<file path="src/core/lapic_pkg.sv">
// Purpose: Shared constants and types for the light ADC power and integration control link
// Assumes: 20 MHz system clock on both ends
// Notes: Register addresses are the device's own; APB offsets belong to the host controller
package lapic_pkg;

    // Link transaction kinds; special carries a function code in the address field
    typedef enum logic [1:0] {
        LAPIC_KIND_WRITE = 2'b00,
        LAPIC_KIND_READ = 2'b01,
        LAPIC_KIND_SPECIAL = 2'b11
    } lapic_kind_t;

    // Device register addresses
    localparam logic [4:0] CTRL_ADDR = 5'h00;
    localparam logic [4:0] TIMING_ADDR = 5'h01;

    // Control register field positions
    localparam int CTRL_POWER_BIT = 0;
    localparam int CTRL_EN_BIT = 1;
    localparam int CTRL_VALID_BIT = 4;
    localparam int CTRL_IRQ_BIT = 5;
    localparam logic [7:0] CTRL_WRITABLE_MASK = 8'h03;
    localparam logic [7:0] CTRL_POWER_ONLY = 8'h01;

    // Reset values
    localparam logic [7:0] TIMING_RESET = 8'h00;
    localparam logic [7:0] CTRL_RESET = 8'h00;

    // Special function codes
    localparam logic [4:0] FN_IRQ_CLEAR = 5'h01;
    localparam logic [4:0] FN_STOP = 5'h02;
    localparam logic [4:0] FN_START = 5'h03;

    // Timing
    localparam int CLK_PERIOD_NS = 50;
    localparam int STEP_TIME_NS = 2700000;
    localparam int STEP_CYCLES = STEP_TIME_NS / CLK_PERIOD_NS;
    localparam int POWER_WAIT_NS = 2000000;
    localparam int POWER_WAIT_CYCLES = (POWER_WAIT_NS + CLK_PERIOD_NS - 1) / CLK_PERIOD_NS;
    localparam int CNT_W = 16;

    // Host APB register offsets
    localparam logic [11:0] APB_CMD_OFS = 12'h000;
    localparam logic [11:0] APB_STATUS_OFS = 12'h004;
    localparam logic [11:0] APB_IRQ_STAT_OFS = 12'h008;
    localparam logic [11:0] APB_IRQ_MASK_OFS = 12'h00c;

    // Host command word fields
    localparam int CMD_DATA_LSB = 0;
    localparam int CMD_ADDR_LSB = 8;
    localparam int CMD_KIND_LSB = 13;

    // Host status word fields
    localparam int STAT_BUSY_BIT = 0;
    localparam int STAT_RDATA_LSB = 8;
    localparam int STAT_DEV_IRQ_BIT = 16;
    localparam int STAT_PWR_OK_BIT = 17;

    // Host interrupt status and mask bits
    localparam int IRQ_DONE_BIT = 0;
    localparam int IRQ_DEV_BIT = 1;
    localparam int IRQ_W = 2;

endpackage

</file>
<file path="src/core/lapic_link_if.sv">
// Purpose: Command link between the host controller and the light ADC device
// Assumes: Single clock shared by both ends
// Notes: Request is a level held until a one-cycle acknowledge
`timescale 1ns/10ps
`default_nettype none
interface lapic_link_if;
    logic req;
    lapic_pkg::lapic_kind_t kind;
    logic [4:0] addr;
    logic [7:0] wdata;
    logic ack;
    logic [7:0] rdata;
    logic irq_n;

    modport host (output req, output kind, output addr, output wdata, input ack, input rdata, input irq_n);
    modport dev (input req, input kind, input addr, input wdata, output ack, output rdata, output irq_n);
endinterface
`default_nettype wire

</file>
<file path="src/core/lapic_host.sv">
// Purpose: Host controller end: APB registers that issue link commands to the light ADC device
// Assumes: APB signals synchronous to clock_i; one wait state on every access
// Notes: Control writes are cleaned and sequenced so power precedes enable by the settle time
`timescale 1ns/10ps
`default_nettype none
module lapic_host #(
    parameter int POWER_WAIT_CYCLES = lapic_pkg::POWER_WAIT_CYCLES
) (
    input wire logic clock_i,
    input wire logic nrst_i,
    input wire logic psel_i,
    input wire logic penable_i,
    input wire logic pwrite_i,
    input wire logic [11:0] paddr_i,
    input wire logic [31:0] pwdata_i,
    output logic [31:0] prdata_o,
    output logic pready_o,
    output logic pslverr_o,
    output logic irq_o,
    lapic_link_if.host link
);

    typedef enum logic [1:0] {
        LAPIC_ST_IDLE = 2'b00,
        LAPIC_ST_SEND = 2'b01,
        LAPIC_ST_WAIT = 2'b10
    } lapic_hstate_t;

    lapic_hstate_t state_reg;
    lapic_pkg::lapic_kind_t kind_reg;
    logic [4:0] addr_reg;
    logic [7:0] op_data_reg;
    logic [7:0] wdata_reg;
    logic req_reg;
    logic pend_reg;
    logic pwr_shadow_reg;
    logic [lapic_pkg::CNT_W-1:0] wait_reg;
    logic [7:0] rdata_reg;
    logic [lapic_pkg::IRQ_W-1:0] irq_stat_reg;
    logic [lapic_pkg::IRQ_W-1:0] irq_mask_reg;
    logic irq_reg;
    logic dev_irq_prev_reg;
    logic pready_reg;
    logic pslverr_reg;
    logic [31:0] prdata_reg;

    // APB decode; the write takes effect at the edge that samples pready high
    wire access = psel_i & penable_i & ~pready_reg;
    wire apb_done = psel_i & penable_i & pready_reg;
    wire hit_cmd = (paddr_i == lapic_pkg::APB_CMD_OFS);
    wire hit_stat = (paddr_i == lapic_pkg::APB_STATUS_OFS);
    wire hit_istat = (paddr_i == lapic_pkg::APB_IRQ_STAT_OFS);
    wire hit_imask = (paddr_i == lapic_pkg::APB_IRQ_MASK_OFS);
    wire mapped = hit_cmd | hit_stat | hit_istat | hit_imask;
    wire busy = (state_reg != LAPIC_ST_IDLE);
    // The refusal decided in the access cycle also holds at completion
    wire cmd_wr = apb_done & pwrite_i & hit_cmd & ~pslverr_reg;
    wire cmd_refused = pwrite_i & hit_cmd & busy;

    // Command word decode and control write cleanup
    wire lapic_pkg::lapic_kind_t cmd_kind = lapic_pkg::lapic_kind_t'(pwdata_i[lapic_pkg::CMD_KIND_LSB +: 2]);
    wire [4:0] cmd_addr = pwdata_i[lapic_pkg::CMD_ADDR_LSB +: 5];
    wire [7:0] cmd_raw = pwdata_i[lapic_pkg::CMD_DATA_LSB +: 8];
    wire is_ctrl_wr = (cmd_kind == lapic_pkg::LAPIC_KIND_WRITE) & (cmd_addr == lapic_pkg::CTRL_ADDR);
    wire [7:0] ctrl_clean = cmd_raw & lapic_pkg::CTRL_WRITABLE_MASK;
    wire [7:0] ctrl_fixed = ctrl_clean | (ctrl_clean[lapic_pkg::CTRL_EN_BIT] ? lapic_pkg::CTRL_POWER_ONLY : 8'h00);
    wire [7:0] cmd_data = is_ctrl_wr ? ctrl_fixed : cmd_raw;
    wire wants_en = is_ctrl_wr & ctrl_fixed[lapic_pkg::CTRL_EN_BIT];
    wire need_pwr = wants_en & ~pwr_shadow_reg;
    wire need_wait = wants_en & pwr_shadow_reg & (wait_reg != '0);

    // Link completion
    wire link_done = (state_reg == LAPIC_ST_SEND) & link.ack;
    wire sent_ctrl = (kind_reg == lapic_pkg::LAPIC_KIND_WRITE) & (addr_reg == lapic_pkg::CTRL_ADDR);
    wire pwr_rise = link_done & sent_ctrl & wdata_reg[lapic_pkg::CTRL_POWER_BIT] & ~pwr_shadow_reg;
    wire dev_irq = ~link.irq_n;

    // Interrupt status: set wins over a write-one clear
    wire [lapic_pkg::IRQ_W-1:0] irq_evt = {dev_irq & ~dev_irq_prev_reg, link_done & ~pend_reg};
    wire [lapic_pkg::IRQ_W-1:0] irq_clr = (apb_done & pwrite_i & hit_istat) ? pwdata_i[lapic_pkg::IRQ_W-1:0] : '0;
    wire [lapic_pkg::IRQ_W-1:0] irq_stat_next = (irq_stat_reg & ~irq_clr) | irq_evt;

    // Read mux
    wire [31:0] stat_word = {14'h0000, (pwr_shadow_reg & (wait_reg == '0)), dev_irq, rdata_reg, 7'h00, busy};
    wire [31:0] cmd_word = {17'h00000, kind_reg, addr_reg, op_data_reg};
    wire [31:0] read_mux = hit_cmd ? cmd_word :
                           hit_stat ? stat_word :
                           hit_istat ? {30'h00000000, irq_stat_reg} :
                           hit_imask ? {30'h00000000, irq_mask_reg} : 32'h00000000;

    // APB slave
    always_ff @(posedge clock_i or negedge nrst_i)
    begin
        if (!nrst_i)
        begin
            pready_reg <= 1'b0;
            pslverr_reg <= 1'b0;
            prdata_reg <= 32'h00000000;
            irq_stat_reg <= '0;
            irq_mask_reg <= '0;
            irq_reg <= 1'b0;
            dev_irq_prev_reg <= 1'b0;
        end
        else
        begin
            pready_reg <= access;
            pslverr_reg <= access & (~mapped | cmd_refused);
            if (access && !pwrite_i)
            begin
                prdata_reg <= read_mux;
            end
            if (apb_done && pwrite_i && hit_imask)
            begin
                irq_mask_reg <= pwdata_i[lapic_pkg::IRQ_W-1:0];
            end
            irq_stat_reg <= irq_stat_next;
            irq_reg <= |(irq_stat_reg & irq_mask_reg);
            dev_irq_prev_reg <= dev_irq;
        end
    end

    // Link sequencer
    always_ff @(posedge clock_i or negedge nrst_i)
    begin
        if (!nrst_i)
        begin
            state_reg <= LAPIC_ST_IDLE;
            kind_reg <= lapic_pkg::LAPIC_KIND_WRITE;
            addr_reg <= 5'h00;
            op_data_reg <= 8'h00;
            wdata_reg <= 8'h00;
            req_reg <= 1'b0;
            pend_reg <= 1'b0;
            pwr_shadow_reg <= 1'b0;
            wait_reg <= '0;
            rdata_reg <= 8'h00;
        end
        else
        begin
            if (pwr_rise)
            begin
                wait_reg <= lapic_pkg::CNT_W'(POWER_WAIT_CYCLES);
            end
            else if (wait_reg != '0)
            begin
                wait_reg <= wait_reg - lapic_pkg::CNT_W'(1);
            end
            case (state_reg)
                LAPIC_ST_IDLE:
                begin
                    if (cmd_wr)
                    begin
                        kind_reg <= cmd_kind;
                        addr_reg <= cmd_addr;
                        op_data_reg <= cmd_data;
                        if (need_pwr)
                        begin
                            // Power first, then enable after the settle time
                            wdata_reg <= lapic_pkg::CTRL_POWER_ONLY;
                            pend_reg <= 1'b1;
                            req_reg <= 1'b1;
                            state_reg <= LAPIC_ST_SEND;
                        end
                        else if (need_wait)
                        begin
                            state_reg <= LAPIC_ST_WAIT;
                        end
                        else
                        begin
                            wdata_reg <= cmd_data;
                            req_reg <= 1'b1;
                            state_reg <= LAPIC_ST_SEND;
                        end
                    end
                end
                LAPIC_ST_SEND:
                begin
                    if (link.ack)
                    begin
                        req_reg <= 1'b0;
                        if (kind_reg == lapic_pkg::LAPIC_KIND_READ)
                        begin
                            rdata_reg <= link.rdata;
                        end
                        if (sent_ctrl)
                        begin
                            pwr_shadow_reg <= wdata_reg[lapic_pkg::CTRL_POWER_BIT];
                        end
                        state_reg <= pend_reg ? LAPIC_ST_WAIT : LAPIC_ST_IDLE;
                    end
                end
                LAPIC_ST_WAIT:
                begin
                    if (wait_reg == '0)
                    begin
                        wdata_reg <= op_data_reg;
                        pend_reg <= 1'b0;
                        req_reg <= 1'b1;
                        state_reg <= LAPIC_ST_SEND;
                    end
                end
                default:
                begin
                    state_reg <= LAPIC_ST_IDLE;
                end
            endcase
        end
    end

    assign prdata_o = prdata_reg;
    assign pready_o = pready_reg;
    assign pslverr_o = pslverr_reg;
    assign irq_o = irq_reg;
    assign link.req = req_reg;
    assign link.kind = kind_reg;
    assign link.addr = addr_reg;
    assign link.wdata = wdata_reg;

endmodule
`default_nettype wire

</file>
<file path="src/flat_wrapper.sv">
// flat-port wrapper written by rule: the top's interface ports become plain ports
module lapic_host_flat 
#(
    parameter int POWER_WAIT_CYCLES = lapic_pkg::POWER_WAIT_CYCLES
)
  (clock_i, nrst_i, psel_i, penable_i, pwrite_i, paddr_i, pwdata_i, prdata_o, pready_o, pslverr_o, irq_o, link_req, link_kind, link_addr, link_wdata, link_ack, link_rdata, link_irq_n);
  lapic_link_if link_i ();
  input wire logic clock_i;
  input wire logic nrst_i;
  input wire logic psel_i;
  input wire logic penable_i;
  input wire logic pwrite_i;
  input wire logic [11:0] paddr_i;
  input wire logic [31:0] pwdata_i;
  output logic [31:0] prdata_o;
  output logic pready_o;
  output logic pslverr_o;
  output logic irq_o;
  output wire logic [$bits(link_i.req)-1:0] link_req;
  output wire logic [$bits(link_i.kind)-1:0] link_kind;
  output wire logic [$bits(link_i.addr)-1:0] link_addr;
  output wire logic [$bits(link_i.wdata)-1:0] link_wdata;
  input wire logic [$bits(link_i.ack)-1:0] link_ack;
  input wire logic [$bits(link_i.rdata)-1:0] link_rdata;
  input wire logic [$bits(link_i.irq_n)-1:0] link_irq_n;
  assign link_req = link_i.req;
  assign link_kind = link_i.kind;
  assign link_addr = link_i.addr;
  assign link_wdata = link_i.wdata;
  assign link_i.ack = link_ack;
  assign link_i.rdata = link_rdata;
  assign link_i.irq_n = link_irq_n;
  lapic_host #(.POWER_WAIT_CYCLES(POWER_WAIT_CYCLES)) u_core (.clock_i(clock_i), .nrst_i(nrst_i), .psel_i(psel_i), .penable_i(penable_i), .pwrite_i(pwrite_i), .paddr_i(paddr_i), .pwdata_i(pwdata_i), .prdata_o(prdata_o), .pready_o(pready_o), .pslverr_o(pslverr_o), .irq_o(irq_o), .link(link_i));
endmodule
</file>
<file path="config.mk">
export PLATFORM = sky130hd
export DESIGN_NAME = lapic_host_flat
export DESIGN_NICKNAME = d
export VERILOG_FILES = /design/src/core/lapic_pkg.sv /design/src/core/lapic_link_if.sv /design/src/core/lapic_host.sv /design/src/flat_wrapper.sv
export SDC_FILE = /design/constraint.sdc
export NUM_CORES = 1
export LEC_CHECK = 0
export BUFFER_PORTS_ARGS = -buffer_cell sky130_fd_sc_hd__buf_4
export CAP_MARGIN = 0
export CORE_MARGIN = 3
export CORE_UTILIZATION = 55
export DETAILED_ROUTE_END_ITERATION = 8
export MAX_ROUTING_LAYER = met4
export PLACE_DENSITY = 0.86
export SLEW_MARGIN = 10
export SYNTH_ARGS = -nofsm -noshare
export SYNTH_HDL_FRONTEND = slang
export SYNTH_SLANG_ARGS = --single-unit
</file>
<file path="constraint.sdc">
create_clock -name clock_i -period 4.1 [get_ports clock_i]
set_clock_uncertainty 0.1 [all_clocks]
set_input_delay 0.615 -clock clock_i [delete_from_list [all_inputs] [get_ports clock_i]]
set_output_delay 0.615 -clock clock_i [all_outputs]
set_load 0.1 [all_outputs]
</file>
After elaboration in Yosys (flattened, before gate mapping)
Index checks and enable logic that the tools add are counted.
{"block": "op_classes", "n_eq_ne": 11, "muxes": 31, "add_sub_neg": 1, "bitwise_logic": 39, "n_reduce_logical": 24}
{"op": "two-way mux 32 bit", "count": 3}
{"op": "two-way mux 8 bit", "count": 5}
{"op": "two-way mux 16 bit", "count": 2}
{"op": "equality test 12 x 4 -> 1 bit, second input constant", "count": 2}
{"op": "bitwise AND 1 bit", "count": 23}
{"op": "logical NOT 16 bit", "count": 1}
{"op": "two-way mux 2 bit", "count": 8}
{"op": "one-hot mux 8 bit (2 select lines)", "count": 1}
{"op": "nonzero test 16 bit", "count": 1}
{"op": "subtractor 16 x 1 -> 16 bit, second input constant", "count": 1}
{"op": "equality test 12 x 3 -> 1 bit, second input constant", "count": 1}
{"op": "logical NOT 12 bit", "count": 1}
{"op": "logical NOT 5 bit", "count": 2}
{"op": "two-way mux 1 bit", "count": 9}
{"op": "AND reduction 3 bit", "count": 3}
{"op": "bitwise OR 2 x 8 -> 8 bit", "count": 1}
{"op": "AND reduction 4 bit", "count": 2}
{"op": "inverter 1 bit", "count": 7}
{"op": "logical NOT 2 bit", "count": 3}
{"op": "!= test 2 x 1 -> 1 bit, second input constant", "count": 3}
{"op": "one-hot mux 2 bit (3 select lines)", "count": 1}
{"op": "nonzero test 2 bit", "count": 3}
{"op": "AND reduction 5 bit", "count": 1}
{"op": "bitwise AND 2 bit", "count": 2}
{"op": "other kinds (14)", "count": 20}
{"block": "word_totals", "elab_cells": 123, "inputBits": 59, "reg_bits": 92, "out_inout_bits": 51}

Longest topological paths before layout
Gate-level depths: netlist of run 1.
{"block": "depth", "word_depth": 9, "mapped_depth": 7}

Least setup slack after synthesis of run 1
Ideal clock, no wire load.
{"block": "synth_path", "path_type": "input to register", "startpoint": "input port paddr_i[9]", "endpoint": "register u_core.wdata_reg[0], in the netlist u_core.link.wdata[0]", "arrival_time_ns": 2.358, "setup_time_ns": 0.126, "path_slack_ns": 1.517, "t_required_ns": 3.874, "stages": 5, "n_path_buf": 0, "cell_sequence": "or4_1 nor4b_4 a21oi_1 nor3_4 mux2_2"}
{"block": "synth_between", "elab_chain_cells": 5}
{"element": "start: declaration", "line_no": "flat_wrapper.sv:13", "source": "input wire logic [11:0] paddr_i;"}
{"element": "logical NOT 12 bit", "line_no": "lapic_host.sv:50", "source": "wire hit_cmd = (paddr_i == lapic_pkg::APB_CMD_OFS);"}
{"element": "bitwise AND 1 bit (2 in series)", "line_no": "lapic_host.sv:57", "source": "wire cmd_wr = apb_done & pwrite_i & hit_cmd & ~pslverr_reg;"}
{"element": "!= test 2 x 1 -> 1 bit (no source line)"}
{"element": "AND reduction 4 bit (no source line)"}
{"element": "end signal: assignment", "line_no": "lapic_host.sv:159", "source": "wdata_reg <= lapic_pkg::CTRL_POWER_ONLY;"}
{"element": "end signal: assignment", "line_no": "lapic_host.sv:170", "source": "wdata_reg <= cmd_data;"}
{"element": "end signal: assignment", "line_no": "lapic_host.sv:196", "source": "wdata_reg <= op_data_reg;"}
{"element": "end: declaration", "line_no": "lapic_host.sv:33", "source": "logic [7:0] wdata_reg;"}
No other way between the ends.
A chain may end at the register's enable or synchronous reset.

Final worst setup path of run 1
{"block": "layout_path", "startpoint": "input port paddr_i[9]", "endpoint": "register u_core.pend_reg"}
{"block": "layout_between", "elab_chain_cells": 5}
{"element": "logical NOT 12 bit", "line_no": "lapic_host.sv:50"}
{"element": "bitwise AND 1 bit (2 in series)", "line_no": "lapic_host.sv:57"}
{"element": "!= test 2 x 1 -> 1 bit (no source line)"}
{"element": "AND reduction 4 bit (no source line)"}
{"element": "end signal: assignment", "line_no": "lapic_host.sv:133", "source": "pend_reg <= 1'b0;"}
{"element": "end signal: assignment", "line_no": "lapic_host.sv:160", "source": "pend_reg <= 1'b1;"}
{"element": "end signal: assignment", "line_no": "lapic_host.sv:197", "source": "pend_reg <= 1'b0;"}
{"element": "end: declaration", "line_no": "lapic_host.sv:35", "source": "logic pend_reg;"}
No other way between the ends.

==> results.json, run 1 <==
{
  "drc": 0,
  "postCtsResizedCells": 0,
  "critical_path_cell_count": 6,
  "number_of_global_route_vias_before_repair": 2788,
  "internal-power_mw": 1.222,
  "final_core_util_pct": 69.55,
  "cts_num_sinks": 78,
  "clkPwrFrac_pct": 30.9,
  "startpoint": "paddr_i[9]",
  "cpLargestDelayFamily": "simple AND/OR/NAND/NOR gates",
  "time_the_final_worst_path_needs_with_i_o_delays_and_setup_ns": 2.904,
  "synth_top_cells_by_area": "dfrtp_1 (54%), mux2_2 (8.0%), nand2_1 (6.0%), nor2_1 (4.0%), buf_4 (2.9%)",
  "ys_types": 44,
  "final-setup-viol-count": 0,
  "route.final.wire_length_mm": 8.524,
  "power_leakage_nw": 2.109,
  "mostFrequentLayoutCells": "buf_4 (81), dfrtp_1 (78), nand2_1 (58), nor2_1 (39), mux2_2 (26)",
  "power.density_cell_area_nw_per_um2": 422.8,
  "timing.critical_path.to": "u_core.pend_reg",
  "ctsRootBufferMaster": "clkbuf_8",
  "critPathSlowestCell": "nand3_1",
  "setup.worst_path.start_class": "input pin",
  "core_area_sq_um": 6386,
  "tritoncts": "built",
  "floorplan.die_area_sq_um": 7630,
  "synthesis.area_sq_um": 3640,
  "regToRegStartpoint": "u_core.wait_reg[0]",
  "p_seq_share_pct": 46.8,
  "io_buffer_count": 78,
  "fmax_mhz": 344.3,
  "postSynthRegisterBits": 78,
  "transition_at_the_pin_with_the_smallest_max_transition_slack_ns": 0.9671,
  "drtIter0Drc": 215,
  "maximum_clock_insertion_buffer_count": 2,
  "grt.overflow.total": 0,
  "critical_path_buf_inv_count": 2,
  "timing.critical_path.fanout_max": 23,
  "boundaryPins": 110,
  "start_util_pct": 56.99,
  "worstSetupPathType": "in2reg",
  "layout_commonest_cell": "buf_4",
  "design.final.nets": 493,
  "cts_hold_buf": 0,
  "drt_pre_antenna_iters": 5,
  "clock_insertion_delay_worst_skew_ns": 0.35,
  "max_slew_margin_pct": 35.39,
  "drt-wirelength-per-cell_um": 16.55,
  "ys.warnings.count": 0,
  "setup_tns_ns": 0,
  "synthCells": 354,
  "globalplace.congestion": 0.8386,
  "delay_contributed_by_the_slowest_stage_of_the_critical_path_ns": 0.65,
  "reg2reg_slack_ns": 1.24,
  "largest_register_ffs": 18,
  "maximum_number_of_pins_on_one_net_before_global_route_repair": 79,
  "crit_share_post_route_pct": 70.84,
  "timing.hold.worst.class": "in2async",
  "syn_to_final_growth_pct": 22.04,
  "path_common_cell": "buf_4",
  "max_cap_violations": 0,
  "report.power.total_mw": 1.878,
  "antenna_left": 0,
  "cts-buffers-inserted": 9,
  "cts_setup_buffers": 0,
  "grt_util_all_layers_pct": 23.24,
  "core.rowCount": 29,
  "share_comb_of_total_power_pct": 22.3,
  "synth.top_cell.area_share_pct": 53.63,
  "net-switching-power_uw": 656.4,
  "cp_endpoint_kind": "register",
  "worst_ep_arrival_time_ns": 3.03,
  "ir_worst_vdd_mv": 0.3394,
  "power.share.switching_pct": 34.95,
  "grt_antenna_before_repair": 0,
  "synth-seq-area-share_pct": 53.63,
  "drv_slew": 0,
  "final-hold-violation-count": 0,
  "grt_first_pass_wirelength_mm": 13.28,
  "count_of_flip_flops_with_a_built_in_enable_after_synthesis": 0,
  "outcome": "complete, no violations",
  "cp_data_required_time_ns": 4.23,
  "synthDominantAreaCellType": "dfrtp_1",
  "h-tree-depth": 3,
  "route.vias.total": 2976,
  "crit_path_cell_trace": "buf_4 > or4_1 > nor4b_4 > buf_4 > nand3_1 > o31ai_1",
  "ys_async_sr_fraction_pct": 100.0,
  "syn_area_per_cell_sq_um": 10.28,
  "rsz0062_at_grt": "false",
  "synthFlopType": "dfrtp_1",
  "worst_r2r_path_depth": 7,
  "fraction_of_layout_cells_with_a_size_suffix_above_1_pct": 29.68,
  "avgViaCountPerCell": 5.779,
  "reg2reg_to": "u_core.link.wdata[7]",
  "antenna-diode-count": 0,
  "die_w_um": 87.35,
  "hpwl_mm": 6.034,
  "chipHeight_um": 87.35,
  "worst_setup_hold_path_clk_slew_ns": 0.08
}
-- Yosys cell counts (2+ instances only) --
| master | number |
|---|---|
| or2_2 | 2 |
| nand3b_1 | 4 |
| nor4_1 | 6 |
| o2bb2ai_1 | 2 |
| or3_1 | 2 |
| clkbuf_1 | 12 |
| a31oi_1 | 4 |
| nand3_1 | 12 |
| o21ai_0 | 19 |
| nor3b_1 | 2 |
| or4_1 | 4 |
| a221oi_1 | 7 |
| nor3_1 | 7 |
| mux2_2 | 26 |
| a21oi_1 | 7 |
| nor2_1 | 39 |
| inv_1 | 6 |
| xnor2_1 | 3 |
| nand2_1 | 58 |
| o31ai_1 | 5 |
| a22o_1 | 2 |
| dfrtp_1 | 78 |
| buf_4 | 14 |
| or3b_2 | 2 |
| nor2b_1 | 4 |
| xor2_1 | 6 |
| mux2i_1 | 4 |
-- logic make-up (layout without fill, tap and decap cells) --
group           after synthesis  count (layout)  share of synthesized area [%]
fa+ha+maj                     1               1                         0.3437
other cells                   1              14                         0.1030
flops                        78              78                          53.63
buf+inv                      32             103                          4.744
compound gates               53              53                          9.488
mux                          31              31                          9.453
simple gates                149             149                          20.08
xor+xnor                      9               9                          2.166
-- worst reg2reg max path, delay by kind of cell (launching register included) --
family	cells	cell delay, ns
fa+ha+maj	1	0.19
compound gates	1	0.22
mux	1	0.40
simple gates	3	1.31
flops	1	0.43
buf+inv	1	0.08
-- power groups by stage --
stage / combinational, mW / sequential [mW] / clock (mW)
final: 0.419 / 0.879 / 0.579
after global routing: 0.444 / 0.887 / 0.618
after CTS: 0.421 / 0.878 / 0.584
after detailed placement: 0.421 / 0.893 / 0
after global placement: 0.410 / 0.887 / 0
after floorplan: 0.169 / 1.03 / 0
-- layout make-up --
type / instances / area [sq um]
timing repair buffer: 81 / 608.1
clock inverter: 6 / 71.32
clock buffer: 10 / 127.6
tap: 77 / 96.34
fill: 454 / 1944
inverter: 6 / 22.52
sequential: 78 / 1952
multi-input combinational: 257 / 1564
-- layer usage --
layer / global-route usage (%) / vias up / share of wire, %
li1: - / 1374 / -
met1: 29.16 / 1495 / 41
met2: 37.74 / 96 / 51
met3: 5.203 / 11 / 7.3
met4: 6.974 / 0 / 1.1
met5: - / - / 0
-- worst min-delay path by stage --
| stage | from | endpoint | slack, ns | cells past startpoint |
|---|---|---|---|---|
| after floorplan | nrst_i | u_core.dev_irq_prev_reg | 0.22 | 0 |
| after global placement | u_core.dev_irq_prev_reg | u_core.irq_stat_reg[1] | 0.32 | 1 |
| after detailed placement | u_core.dev_irq_prev_reg | u_core.irq_stat_reg[1] | 0.34 | 1 |
| after CTS | link_irq_n | u_core.dev_irq_prev_reg | 0.33 | 2 |
| after global routing | link_irq_n | u_core.dev_irq_prev_reg | 0.33 | 2 |
| final | nrst_i | u_core.prdata_o[15] | 0.31 | 1 |
-- through the flow --
step | instances | hold WS, ns | instance area [sq um] | setup WS, ns
after global routing | 515 | 0.3289 | 4442 | 1.023
after CTS | 515 | 0.3281 | 4442 | 1.228
final | 515 | 0.3131 | 4442 | 1.196
after floorplan | 367 | 0.2194 | 3689 | 1.517
after global placement | 499 | 0.3181 | 4243 | 0.9660
after detailed placement | 499 | 0.3352 | 4243 | 0.9388
Power figures use the tool's default switching activity.
==> inputs of run 2 (changes only) <==
--- a/config.mk
+++ b/config.mk
@@ -8,10 +8,10 @@
 export BUFFER_PORTS_ARGS = -buffer_cell sky130_fd_sc_hd__buf_4
 export CAP_MARGIN = 0
 export CORE_MARGIN = 3
-export CORE_UTILIZATION = 55
+export CORE_UTILIZATION = 46
 export DETAILED_ROUTE_END_ITERATION = 8
 export MAX_ROUTING_LAYER = met4
-export PLACE_DENSITY = 0.86
+export PLACE_DENSITY = 0.76
 export SLEW_MARGIN = 10
 export SYNTH_ARGS = -nofsm -noshare
 export SYNTH_HDL_FRONTEND = slang
==> constraint.sdc (replaced) <==
create_clock -name clock_i -period 2.6 [get_ports clock_i]
set_clock_uncertainty 0.1 [all_clocks]
set_input_delay 0.39 -clock clock_i [delete_from_list [all_inputs] [get_ports clock_i]]
set_output_delay 0.39 -clock clock_i [all_outputs]
set_load 0.1 [all_outputs]
==> run 2 against run 1 <==
Effect of this change: sequential power is 58% higher; final area grew 2.3%; wire length shrank 4.5%; flip-flop and latch count stayed put; clock-buffer cell count fell by 1; die area rose by 18%; critical path depth up 2; global-route usage is 4.1 points lower; sequential share of layout area shrank 0.98 points; critical path type is now reg2reg; highest routed layer unchanged.
==> results.json, run 2 (synthesized netlist as in run 1, its figures left out) <==
{
  "outcome": "complete, no violations",
  "final_cell_count_no_fill": 546,
  "worst_r2r_path_depth": 8,
  "design.final.nets": 503,
  "max_cap_violations": 0,
  "regToRegStartpoint": "u_core.wait_reg[0]",
  "dpl-instance-area_sq_um": 4370,
  "tritoncts": "built",
  "chipHeight_um": 94.95,
  "final-setup-viol-count": 0,
  "ir_worst_vdd_mv": 0.4209,
  "dp_cells": 531,
  "number_of_global_route_vias_before_repair": 2716,
  "final.hold.worst_slack_ns": 0.06742,
  "reg2reg_slack_ns": 0.19,
  "boundaryPins": 110,
  "reg2reg_to": "u_core.link.wdata[2]",
  "maximum_number_of_pins_on_one_net_before_global_route_repair": 79,
  "h-tree-depth": 3,
  "worst_ep_arrival_time_ns": 2.55,
  "drt_pre_antenna_iters": 5,
  "power.density_cell_area_nw_per_um2": 620.8,
  "drt-wirelength-per-cell_um": 14.91,
  "core_area_sq_um": 7447,
  "cts_num_sinks": 78,
  "cts_hold_buf": 0,
  "grt_first_pass_wirelength_mm": 12.72,
  "syn_to_final_growth_pct": 24.82,
  "worst_setup_hold_path_clk_slew_ns": 0.08,
  "io_buffer_count": 78,
  "cpLargestDelayFamily": "simple AND/OR/NAND/NOR gates",
  "fmax_mhz": 414.7,
  "fraction_of_layout_cells_with_a_size_suffix_above_1_pct": 31.77,
  "mostFrequentLayoutCells": "buf_4 (89), dfrtp_1 (78), nand2_1 (58), nor2_1 (38), mux2_2 (26)",
  "crit_path_cell_trace": "inv_1 > ha_1 > or3b_2 > nor2_2 > a31oi_2 > nor3_4 > buf_12 > mux2_2",
  "setup_tns_ns": 0,
  "cp_endpoint_kind": "register",
  "report.power.total_mw": 2.820,
  "maximum_clock_insertion_buffer_count": 2,
  "max_slew_margin_pct": 37.08,
  "route.vias.total": 2881,
  "ctsRootBufferMaster": "clkbuf_8",
  "timing.critical_path.fanout_max": 10,
  "final-hold-violation-count": 0,
  "globalplace.congestion": 0.8425,
  "cts-buffers-inserted": 9,
  "antenna_left": 0,
  "grt_antenna_before_repair": 0,
  "die_w_um": 94.95,
  "grt_util_all_layers_pct": 19.09,
  "drtIter0Drc": 157,
  "num-fill-cells": 633,
  "transition_at_the_pin_with_the_smallest_max_transition_slack_ns": 0.9438,
  "antenna-diode-count": 0,
  "power_leakage_nw": 2.159,
  "rsz0062_at_grt": "false",
  "layout_commonest_cell": "buf_4",
  "hpwl_mm": 5.860,
  "critical_path_cell_count": 8,
  "grt.overflow.total": 0,
  "avgViaCountPerCell": 5.277,
  "cp_data_required_time_ns": 2.74,
  "critical_path_buf_inv_count": 2,
  "design_area_sq_um": 4543,
  "delay_contributed_by_the_slowest_stage_of_the_critical_path_ns": 0.50,
  "largest_register_ffs": 18,
  "timing.hold.worst.class": "in2async",
  "clock_insertion_delay_worst_skew_ns": 0.35,
  "start_util_pct": 48.87,
  "drv_slew": 0,
  "setup.worst_path.start_class": "register",
  "critPathSlowestCell": "or3b_2",
  "timing.critical_path.to": "u_core.link.wdata[2]",
  "time_the_final_worst_path_needs_with_i_o_delays_and_setup_ns": 2.411,
  "core.rowCount": 31,
  "worstSetupPathType": "reg2reg",
  "startpoint": "u_core.wait_reg[0]",
  "crit_share_post_route_pct": 92.74,
  "drc": 0,
  "route.final.wire_length_mm": 8.141,
  "floorplan.die_area_sq_um": 9016
}
==> run 2: changes by cell type in the layout (fill, tap and decap cells not counted), sizes merged <==
| cell | previous run | this run |
|---|---|---|
| clkinvlp | 2 | 1 |
| inv | 7 | 6 |
| buf | 81 | 91 |
| clkbuf | 10 | 9 |
| bufinv | 1 | 0 |
| clkinv | 2 | 5 |
==> run 2: layer usage <==
metal  routed length (um)  global-route usage [%]  vias to the layer above  share of wire [%]
met1                 3615                   24.03                     1372                 44
met3                  571                   3.506                        9                7.0
met4                  107                   8.413                        0                1.3
met5                    0                       -                        -                  0
li1                     -                       -                     1394                  -
met2                 3847                   30.18                      106                 47
==> run 2: how the worst min path moves through the flow <==
stage | startpoint | endpoint | slack [ns] | cells after the start
2_1_floorplan | nrst_i | u_core.dev_irq_prev_reg | -0.006 | 0
3_3_place_gp | u_core.dev_irq_prev_reg | u_core.irq_stat_reg[1] | 0.31 | 1
3_5_place_dp | u_core.dev_irq_prev_reg | u_core.irq_stat_reg[1] | 0.33 | 1
4_1_cts | link_irq_n | u_core.dev_irq_prev_reg | 0.09 | 2
5_1_grt | link_irq_n | u_core.dev_irq_prev_reg | 0.10 | 2
6_report | nrst_i | u_core.wait_reg[9] | 0.07 | 1
==> run 2: power breakdown <==
group | leakage, nW | switching, mW | internal [mW] | total [mW]
logic | 1.08 | 0.478 | 0.178 | 0.656
clock network | 0.0848 | 0.437 | 0.339 | 0.776
registers | 0.996 | 0.0881 | 1.30 | 1.39
total | 2.16 | 1.00 | 1.82 | 2.82
==> run 2: stage by stage <==
step           util, %  setup slack (ns)
2_1_floorplan        -            0.1384
3_3_place_gp     58.69            0.1572
3_5_place_dp     58.69            0.1028
4_1_cts          60.89            0.1265
5_1_grt          61.00           0.01550
6_report         61.00            0.1887
==> run 2: final cells by class <==
cell class / instances / area, sq um / share of cell area [%]
well taps: 99 / 123.9 / 2.727
multi-input cells: 257 / 1573 / 34.62
repair buffers: 91 / 708.2 / 15.59
inverters: 6 / 22.52 / 0.4957
flip-flops and latches: 78 / 1952 / 42.96
clock buffers: 9 / 123.9 / 2.727
clock inverters: 6 / 40.04 / 0.8813
==> run 2: timing repair <==
item / 4_1_cts / 5_1_grt
gates resized for setup: 0 / 2
buffers inserted: 0 / 0
setup endpoints to repair: 0 / 8
==> run 2: worst reg2reg max path, delay by kind of cell, from the launching register on <==
kind	cells	cell delay, ns
simple gates	3	0.88
buf+inv	2	0.24
compound gates	1	0.14
mux	1	0.34
flops	1	0.43
fa+ha+maj	1	0.19
